===== src/fca_pkg.sv =====
package fca_pkg;

  // Register offsets
  localparam logic [7:0] OFS_AMB_COEF = 8'h0C;
  localparam logic [7:0] OFS_AMB_OVL  = 8'h0D;
  localparam logic [7:0] OFS_FCAL_CTL = 8'h0F;
  localparam logic [7:0] OFS_AMP_FCNT = 8'h10;

  // Reset values
  localparam logic [23:0] RST_AMB_COEF = 24'h000000;
  localparam logic [23:0] RST_AMB_OVL  = 24'h006000;
  localparam logic [23:0] RST_FCAL_CTL = 24'h144C4B;
  localparam logic [14:0] RST_MEAS     = 15'h4000;

  // Field positions in register 0Ch
  localparam int PWL0_LSB = 16;
  localparam int XQ_LSB   = 8;
  localparam int XI_LSB   = 0;

  // Field positions in register 0Dh
  localparam int TEMPW_BIT = 23;
  localparam int THR_LSB   = 7;
  localparam int THR_MSB   = 16;

  // Field positions in register 0Fh
  localparam int CORR_EN_BIT  = 23;
  localparam int BLK_EN_BIT   = 22;
  localparam int SRC_SEL_BIT  = 21;
  localparam int DIV_LSB      = 17;
  localparam int DIV_MSB      = 20;
  localparam int START_BIT    = 16;
  localparam int LIMIT_MSB    = 14;

  // Field positions in amplitude_threshold_high_and_freq_count
  localparam int AMPH_LSB = 16;
  localparam int CONT_BIT = 15;

  // Writable masks; reserved bits stay zero
  localparam logic [23:0] MASK_AMB_OVL  = 24'h81FF80;
  localparam logic [23:0] MASK_FCAL_CTL = 24'hFF7FFF;
  localparam logic [23:0] MASK_AMP_FCNT = 24'hFF8000;

  // Unity correction factor and its fraction width
  localparam logic [14:0] UNITY     = 15'h4000;
  localparam int          FRAC_BITS = 14;

  typedef enum logic [1:0] {ST_IDLE, ST_WAIT, ST_COUNT} fca_state_t;

endpackage : fca_pkg


===== src/fca_regs.sv =====
`timescale 1ns/1ps
// Function
// - Correct phase only while correction enable set
// - Calibration block runs only while enabled
// - Source select picks trimmed or measured value
// - Divider field sets power-of-two clock division
// - Writing start bit begins a measurement
// - Count limit field sets nominal reference count
// - Ten-bit ambient overload threshold, reset C0h
// - Width bit selects 8 or 12-bit temperature
// - Register 0Ch high byte: PWL coefficient zero
// - Middle byte: quadrature crosstalk coefficient
// - Low byte: in-phase crosstalk coefficient
// - Amplitude_threshold_high_and_freq_count resets to 4000h
// - Continuous bit repeats measurements without start
// - Measured value readable at 10h bits 14:0
// - Trimmed value used when source select clear
// - Overload compares against calibrated ambient value
module fca_regs (
  input  wire logic        clk_in,
  input  wire logic        rst_n_in,
  input  wire logic [7:0]  reg_addr_in,
  input  wire logic        reg_wr_in,
  input  wire logic [23:0] reg_wdata_in,
  output logic      [23:0] reg_rdata_out,
  input  wire logic        general_purpose_pin_two_in,
  input  wire logic [15:0] phase_in,
  input  wire logic [9:0]  ambient_measurement_in,
  input  wire logic [9:0]  calibrated_ambient_value_in,
  input  wire logic [14:0] trimmed_frequency_count_in,
  output logic      [15:0] phase_out,
  output logic             ambient_overload_flag_out,
  output logic             calibration_block_enable_out,
  output logic             calibration_busy_out,
  output logic             temperature_width_select_out,
  output logic      [7:0]  ambient_pwl_coefficient_zero_out,
  output logic      [7:0]  ambient_quadrature_crosstalk_coeff_out,
  output logic      [7:0]  ambient_inphase_crosstalk_coeff_out,
  output logic      [7:0]  minimum_amplitude_threshold_high_out
);

  typedef struct packed {
    logic [23:0]         r0c;
    logic [23:0]         r0d;
    logic [23:0]         r0f;
    logic [8:0]          r10;       // Threshold high byte and continuous bit
    logic [14:0]         meas;
    logic [2:0]          sync;
    logic                ref_lvl;
    logic [15:0]         pre;
    logic [14:0]         ticks;
    fca_pkg::fca_state_t st;
    logic [23:0]         rdata;
    logic [15:0]         phase;
    logic                ovl;
    logic                busy;      // Measurement armed or counting
  } fca_state_s_t;

  fca_state_s_t q, d;

  // Tick mask for a divide by two to the power div
  function automatic logic [15:0] div_mask(input logic [3:0] div);
    div_mask = (16'h0001 << div) - 16'h0001;
  endfunction : div_mask

  // Correction factor from ticks, unity when ticks equal limit; saturates
  function automatic logic [14:0] meas_val(input logic [14:0] ticks, input logic [14:0] lim);
    logic [16:0] v;
    v = {2'b00, fca_pkg::UNITY} + {2'b00, lim} - {2'b00, ticks};
    if (v[16])
      meas_val = 15'h0000;
    else if (v[15])
      meas_val = 15'h7FFF;
    else
      meas_val = v[14:0];
  endfunction : meas_val

  logic        corr_en, blk_en, src_sel, start_wr, cont, ref_rise, tick;
  logic [3:0]  divider;
  logic [14:0] limit, corr;
  logic [30:0] prod;
  logic [10:0] amb_diff;

  ////////////////////////////////////////////////////////////////////////////
  // Field decode
  always_comb
  begin
    corr_en  = q.r0f[fca_pkg::CORR_EN_BIT];
    blk_en   = q.r0f[fca_pkg::BLK_EN_BIT];
    src_sel  = q.r0f[fca_pkg::SRC_SEL_BIT];
    divider  = q.r0f[fca_pkg::DIV_MSB:fca_pkg::DIV_LSB];
    limit    = q.r0f[fca_pkg::LIMIT_MSB:0];
    cont     = q.r10[0];
    start_wr = reg_wr_in && reg_addr_in == fca_pkg::OFS_FCAL_CTL
               && reg_wdata_in[fca_pkg::START_BIT];
    ref_rise = q.sync[2] == q.sync[1] && q.sync[2] && !q.ref_lvl;
    tick     = (q.pre & div_mask(divider)) == div_mask(divider);
    corr     = src_sel ? q.meas : trimmed_frequency_count_in;
    prod     = phase_in * corr;
    amb_diff = {1'b0, ambient_measurement_in} - {1'b0, calibrated_ambient_value_in};
  end

  ////////////////////////////////////////////////////////////////////////////
  // Next state
  always_comb
  begin
    d = q;
    // Register writes; reserved bits masked so they read back zero
    if (reg_wr_in)
    begin
      unique case (reg_addr_in)
        fca_pkg::OFS_AMB_COEF: d.r0c = reg_wdata_in;
        fca_pkg::OFS_AMB_OVL:  d.r0d = reg_wdata_in & fca_pkg::MASK_AMB_OVL;
        fca_pkg::OFS_FCAL_CTL: d.r0f = reg_wdata_in & fca_pkg::MASK_FCAL_CTL;
        fca_pkg::OFS_AMP_FCNT: d.r10 = reg_wdata_in[23:15];
        default: ;
      endcase
    end
    // Three-stage reference synchroniser; level moves once stages two and three agree
    d.sync = {q.sync[1:0], general_purpose_pin_two_in};
    if (q.sync[2] == q.sync[1])
      d.ref_lvl = q.sync[2];
    // Measurement: count divided clock ticks over one reference period
    d.pre = q.pre + 16'h0001;
    unique case (q.st)
      fca_pkg::ST_IDLE:
        if (blk_en && (start_wr || cont))
          d.st = fca_pkg::ST_WAIT;
      fca_pkg::ST_WAIT:
        if (ref_rise)
        begin
          d.st    = fca_pkg::ST_COUNT;
          d.pre   = 16'h0000;
          d.ticks = 15'h0000;
        end
      fca_pkg::ST_COUNT:
      begin
        if (tick && q.ticks != 15'h7FFF)
          d.ticks = q.ticks + 15'h0001;
        if (ref_rise)
        begin
          d.meas = meas_val(q.ticks, limit);
          d.st   = cont ? fca_pkg::ST_WAIT : fca_pkg::ST_IDLE;
        end
      end
      default: d.st = fca_pkg::ST_IDLE;
    endcase
    // Block disabled: measurement abandoned, last result kept
    if (!blk_en)
      d.st = fca_pkg::ST_IDLE;
    // Busy kept in its own flop so the output needs no decode after the register
    d.busy = d.st != fca_pkg::ST_IDLE;
    // Phase path
    d.phase = corr_en ? prod[fca_pkg::FRAC_BITS+15:fca_pkg::FRAC_BITS] : phase_in;
    // Ambient overload; negative difference never overloads
    d.ovl = !amb_diff[10] && amb_diff[9:0] > q.r0d[fca_pkg::THR_MSB:fca_pkg::THR_LSB];
    // Read data registered for the address presented this cycle
    unique case (reg_addr_in)
      fca_pkg::OFS_AMB_COEF: d.rdata = q.r0c;
      fca_pkg::OFS_AMB_OVL:  d.rdata = q.r0d;
      fca_pkg::OFS_FCAL_CTL: d.rdata = q.r0f;
      fca_pkg::OFS_AMP_FCNT: d.rdata = {q.r10, q.meas};
      default:               d.rdata = 24'h000000;
    endcase
  end

  ////////////////////////////////////////////////////////////////////////////
  // State register
  always_ff @(posedge clk_in)
  begin
    if (!rst_n_in)
    begin
      q       <= '0;
      q.r0c   <= fca_pkg::RST_AMB_COEF;
      q.r0d   <= fca_pkg::RST_AMB_OVL;
      q.r0f   <= fca_pkg::RST_FCAL_CTL;
      q.meas  <= fca_pkg::RST_MEAS;
      q.st    <= fca_pkg::ST_IDLE;
    end
    else
      q <= d;
  end

  // Outputs straight from state flops
  assign reg_rdata_out                          = q.rdata;
  assign phase_out                              = q.phase;
  assign ambient_overload_flag_out              = q.ovl;
  assign calibration_block_enable_out           = blk_en;
  assign calibration_busy_out                   = q.busy;
  assign temperature_width_select_out           = q.r0d[fca_pkg::TEMPW_BIT];
  assign ambient_pwl_coefficient_zero_out       = q.r0c[fca_pkg::PWL0_LSB+7:fca_pkg::PWL0_LSB];
  assign ambient_quadrature_crosstalk_coeff_out = q.r0c[fca_pkg::XQ_LSB+7:fca_pkg::XQ_LSB];
  assign ambient_inphase_crosstalk_coeff_out    = q.r0c[fca_pkg::XI_LSB+7:fca_pkg::XI_LSB];
  assign minimum_amplitude_threshold_high_out   = q.r10[8:1];
endmodule : fca_regs


===== config.mk =====
export PLATFORM = sky130hd
export DESIGN_NAME = fca_regs
export DESIGN_NICKNAME = d
export VERILOG_FILES = /design/src/fca_pkg.sv /design/src/fca_regs.sv
export SDC_FILE = /design/constraint.sdc
export NUM_CORES = 1
export LEC_CHECK = 0
export BUFFER_PORTS_ARGS = -buffer_cell sky130_fd_sc_hd__clkbuf_2
export CAP_MARGIN = 20
export CORE_ASPECT_RATIO = 0.6
export CORE_MARGIN = 2
export CORE_UTILIZATION = 45
export DETAILED_ROUTE_END_ITERATION = 8
export PLACE_DENSITY_LB_ADDON = 0.15
export SLEW_MARGIN = 20
export SYNTH_ARGS = -nofsm -noshare
export SYNTH_HDL_FRONTEND = slang
export SYNTH_SLANG_ARGS = --single-unit

===== constraint.sdc =====
create_clock -name clk_in -period 19.1 [get_ports clk_in]
set_clock_uncertainty 0.2 [all_clocks]
set_input_delay 3.82 -clock clk_in [delete_from_list [all_inputs] [get_ports clk_in]]
set_output_delay 3.82 -clock clk_in [all_outputs]
set_load 0.02 [all_outputs]

# ---- Word level (Yosys, flattened, before mapping)
# Index checks and enable logic that the tools add are counted.
# W data, S select, Z words.
dict set report word_totals {
  regBits 161
  inputBits 87
  elab_cells 68
}
dict set report classes {
  n_addsub 6
  n_mul 1
  n_lt_le_gt_ge 1
  n_eq_ne 11
  shifts 1
  muxes 14
  n_bitwise 1
  n_reduce_logical 19
}
# operator n
set ops {}
lappend ops {{$pmux W24 S4} 1}
lappend ops {{$mux W15} 4}
lappend ops {{$mux W33} 1}
lappend ops {{$mux W16} 2}
lappend ops {{$mul A16 B15 Y30} 1}
lappend ops {{$pmux W15 S2} 1}
lappend ops {{$eq A8 B4 Y1 const B} 3}
lappend ops {{$sub A16 B15 Y17} 1}
lappend ops {{$add A15 B15 Y16 const A} 1}
lappend ops {{$add A16 B1 Y16 const B} 1}
lappend ops {{$and A16 B16 Y16} 1}
lappend ops {{$eq A16 B16 Y1} 1}
lappend ops {{$shl A1 B4 Y16 const A} 1}
lappend ops {{$sub A16 B1 Y16 const B} 1}
lappend ops {{$add A15 B1 Y15 const B} 1}
lappend ops {{$ne A15 B15 Y1 const B} 1}
lappend ops {{$sub A10 B10 Y11} 1}
lappend ops {{$gt A10 B10 Y1} 1}
lappend ops {{$reduce_and A2 Y1} 5}
lappend ops {{$eq A8 B5 Y1 const B} 1}
lappend ops {{$logic_and A1 B1 Y1} 7}
lappend ops {{$mux W2} 3}
lappend ops {{$pmux W2 S3} 1}
lappend ops {{$ne A2 B2 Y1 const B} 2}
lappend ops {{other kinds (9)} 11}

# ---- Depth between registers and ports, before layout
dict set report depth {
  ltp_word 9
  ltp_mapped 25
}

# ---- Least setup slack after synthesis
# Ideal clock, no wire load.
dict set report synth_timing {
  kind {input-to-reg}
  start {input trimmed_frequency_count_in[5]}
  end {register q (netlist bit phase_out[14])}
  setup_ns 0.123
  t_arrival_ns 9.462
  t_required_ns 18.777
  path_slack_ns 9.315
  path_stages 22
  n_path_buf 1
  cell_sequence {mux2i_1 -> clkbuf_1 -> nor2b_1 -> fa_1 -> inv_1 -> fa_1 -> inv_1 -> fa_1 -> fa_1 -> fa_1 -> inv_1 -> fa_1 -> inv_1 -> ha_1 -> a21o_1 -> a21oi_1 -> nand2_1 -> a21oi_2 -> nor3_2 -> o211ai_1 -> mux2i_1 -> or2_2}
}
dict set report synth_between {
  elab_chain_cells 3
}
# item line_no
set synth_rtl {}
lappend synth_rtl {{start: declaration} fca_regs.sv:30} ;# input wire logic [14:0] trimmed_frequency_count_in,
lappend synth_rtl {{$mux W15} fca_regs.sv:98} ;# corr = src_sel ? q.meas : trimmed_frequency_count_in;
lappend synth_rtl {{$mul A16 B15 Y30} fca_regs.sv:99} ;# prod = phase_in * corr;
lappend synth_rtl {{$mux W16} fca_regs.sv:154} ;# d.phase = corr_en ? prod[fca_pkg::FRAC_BITS+15:fca_pkg::FRAC_BITS] : phase_in;
lappend synth_rtl {{end: declaration} fca_regs.sv:59} ;# fca_state_s_t q, d;
# No other way between the ends.
# A chain may end at the register's enable or synchronous reset.

# ---- Worst setup path after layout
dict set report layout_timing {
  start {input trimmed_frequency_count_in[4]}
  end {register q (netlist bit phase_out[8])}
}
# Same word-level chain as after synthesis.

==> flow_summary.yaml <==
floorplan:
  rows: 53
  start_util_pct: 45.8
  coreArea_um2: 35100
  io_pins: 163
  die_h_um: 150
  die_w_um: 248
  die_area_um2: 37300
pwr:
  power.internal_mw: 1.14
  p_per_area_nw_per_um2: 122
  sw_frac_of_total_pct: 46.4
  p_seq_share_pct: 16.0
  clkPwrFrac_pct: 16.9
  combPwrFrac_pct: 67.2
  power_switching_mw: 0.984
  p_leak_nw: 7.94
  power_mw: 2.12
  peakVddDrop_mv: 0.113
layout:
  fin_nets: 2341
  multi_input_area_um2: 11000
  final_util_pct: 49.5
  drive_gt1_share_pct: 12.3
  fill_cells: 3415
  syn2layout_area_growth_pct: 8.03
  stdcell_area_um2: 17400
  ff_latch_area_um2: 3200
clock_tree:
  root_buffer: "clkbuf_16"
  cts_resized: 0
  hold_buffers: 0
  cts-buffers-inserted: 17
  cts.clk_slew.worst_paths_ps: 60
  cts_tree: "built"
  cts.sinks: 160
  postCtsSetupBuffers: 0
  cts-htree-levels: 4
  insertion_delay_ps: 440
  clockBufferDepth: 2
flow_run:
  cap_violations: 0
drt:
  wl_per_cell_um: 19.2
  first_iter_violations: 1124
  drtAntennaViolNets: 0
  vias: 12917
  post_drt_via_cell_ratio: 5.35
  drc: 0
  drt_wl_total_um: 46300
  first_pass_iters: 6
sta:
  slew_viol_final: 0
  holdWs_ps: 240
  relSlewSlack_pct: 28.6
  hold_violations: 0
  fmax_mhz: 99.1
  period_share_pct: 52.8
  setup_tns_ps: 0
  finalSetupViolations: 0
  rsz0062_at_grt: "no"
  period_needed_ps: 10090
  tightest_slew_ps: 1070
yosys:
  ys_seq_elements: 160
  yosysTopAreaCellShare_pct: 22.4
  synth_seq_area_share_pct: 19.9
  synth_edf_count: 0
  ys_async_sr_fraction_pct: 0
  syn_nets: 2299
  yosysTopAreaCell: "fa_1"
  syn_avg_cell_area_um2: 8.50
  ys_types: 71
  synth_ff_type: "dfxtp_1"
  synth.area.top_cells: "fa_1, dfxtp_1, ha_1, nand2_1, inv_1"
  ys_warn_count: 0
  synthesis.area_um2: 16100
  netlist_instances: 1891
grt:
  grt.overflow.total: 0
  grt_util_met2_pct: 35.4
  grt_use_met1_pct: 39.9
  busiest_layer: "met1"
  grt_pass1_vias: 12635
  grt_max_degree: 52
  grt_pass1_wl_um: 72700
  use_met3_pct: 6.67
  grt_use_total_pct: 25.8
  antenna_found_initial: 1
place:
  hpwl_um: 35600
  place_congestion: 0.918
  postPlaceCellArea_um2: 16700
  port_buffers: 162
min_path:
  hp-class: "reg -> reg"
critical_path:
  worstPathArrival_ps: 10220
  end_kind: "flip-flop"
  start_kind: "input port"
  worstPathRequired_ps: 19230
  worstSetupPathType: "in -> reg"
  worstPathMaxFanout: 16
run_status:
  status: "complete, no violations"
==> worst max-delay path: stages <==
cell and delay [ps]:
clkbuf_2 80, mux2i_2 790, nor2b_1 150, fa_1 540, inv_1 50, fa_1 530, inv_1 50, fa_1 510
fa_1 440, fa_1 560, inv_1 70, fa_1 550, inv_1 50, ha_1 340, a21o_1 190, a21oi_1 240
o2bb2ai_1 250, nand2b_1 180, o21ai_0 90, a21oi_1 290, nor4_1 90, a311o_1 330
==> per-layer routing <==
layer,up-vias,routed length [µm]
li1,6146,-
met1,6284,22800
met2,448,18700
met3,39,4190
met4,0,685
met5,-,0
==> per-stage QoR <==
step / instances / worst slack, ps
after floorplan: 1891 / 9310
after global placement: 2380 / 8580
after detailed placement: 2380 / 8510
after CTS: 2410 / 8950
after global routing: 2411 / 8600
final: 2413 / 9010
==> placed cells by master (no fill, tap or decap), types with 4 or more instances in the layout <==
| cell | n |
|---|---|
| nand2b_1 | 18 |
| or3_1 | 9 |
| and2b_1 | 5 |
| ha_1 | 141 |
| nor4_1 | 5 |
| xor2_1 | 22 |
| inv_1 | 265 |
| a211oi_1 | 6 |
| o21ai_0 | 31 |
| a21oi_1 | 118 |
| o21a_1 | 15 |
| o21bai_1 | 4 |
| nor2_1 | 72 |
| nor3_1 | 10 |
| clkbuf_16 | 17 |
| nor3b_1 | 5 |
| nand4_1 | 10 |
| xnor2_1 | 20 |
| buf_4 | 19 |
| clkbuf_2 | 162 |
| and4_1 | 4 |
| a32o_1 | 5 |
| nand3_1 | 37 |
| dfxtp_1 | 160 |
| and2_1 | 63 |
| nor2b_1 | 83 |
| nand2_1 | 281 |
| a222oi_1 | 24 |
| a21o_1 | 25 |
| or4_1 | 6 |
| o31ai_1 | 6 |
| o211ai_1 | 15 |
| fa_1 | 180 |
| and3_1 | 6 |
| mux2i_1 | 11 |
| mux2_2 | 10 |
==> Yosys cell counts, types with 5 or more instances <==
| cell type | count |
|---|---|
| nand4_1 | 10 |
| xor2_1 | 22 |
| and3_1 | 6 |
| o211ai_1 | 15 |
| fa_1 | 180 |
| and2_1 | 63 |
| xnor2_1 | 20 |
| a21o_1 | 25 |
| a21oi_1 | 118 |
| nand3_1 | 37 |
| dfxtp_1 | 160 |
| a211oi_1 | 6 |
| ha_1 | 141 |
| mux2_2 | 10 |
| o21a_1 | 15 |
| nor3b_1 | 5 |
| clkbuf_1 | 77 |
| nor4_1 | 5 |
| a222oi_1 | 24 |
| buf_4 | 73 |
| o31ai_1 | 6 |
| or3_1 | 9 |
| nand2_1 | 281 |
| nand2b_1 | 18 |
| or4_1 | 6 |
| nor3_1 | 11 |
| nor2_1 | 72 |
| a32o_1 | 5 |
| o21ai_0 | 31 |
| and2b_1 | 5 |
| nor2b_1 | 83 |
| mux2i_1 | 12 |
| buf_2 | 6 |
| inv_1 | 266 |
==> registers in the layout (all words and copies together), names as in the netlist <==
| name | cells |
|---|---|
| ambient_quadrature_crosstalk_coeff_out | 8 |
| calibration_block_enable_out | 1 |
| ambient_pwl_coefficient_zero_out | 8 |
| ambient_overload_flag_out | 1 |
| q | 61 |
| d | 2 |
| limit | 15 |
| cont | 1 |
| phase_out | 16 |
| temperature_width_select_out | 1 |
| ambient_inphase_crosstalk_coeff_out | 8 |
| corr_en | 1 |
| calibration_busy_out | 1 |
| divider | 4 |
| reg_rdata_out | 24 |
| minimum_amplitude_threshold_high_out | 8 |
==> final timing paths <==
path	from	endpoint	slack, ps	cells after the start
hold / removal	d[77]	d[78]	240	1
setup / recovery	trimmed_frequency_count_in[4]	phase_out[8]	9010	22
hold reg to reg	d[77]	d[78]	240	1
setup reg to reg	q[124]	phase_out[8]	11690	22
==> cells by family after synthesis <==
group / after synthesis / synth area share, %
AOI/OAI and AO/OA: 290 / 12.1
xor gates and xnor gates: 42 / 2.29
adders and majority gates: 321 / 33.4
buffers and inverters: 424 / 11.7
DFF: 160 / 19.9
muxes: 23 / 1.53
and+or+nand+nor: 631 / 19.1
==> layout make-up <==
type / instances / share of cell area (%)
timing repair buffer: 181 / 5.49
multi-input combinational: 1307 / 63.5
tap: 467 / 3.36
sequential: 160 / 18.4
inverter: 266 / 5.75
clock inverter: 9 / 0.764
clock buffer: 21 / 2.71
antenna: 2 / 0.0288
==> power by group through the flow <==
stage / combinational, mW / clock [mW] / sequential (mW)
3_5_place_dp: 1.40 / 0 / 0.347
2_1_floorplan: 1.07 / 0 / 0.346
5_1_grt: 1.64 / 0.378 / 0.339
4_1_cts: 1.42 / 0.364 / 0.339
3_3_place_gp: 1.39 / 0 / 0.347
6_report: 1.43 / 0.358 / 0.339
Power figures use the tool's default switching activity.
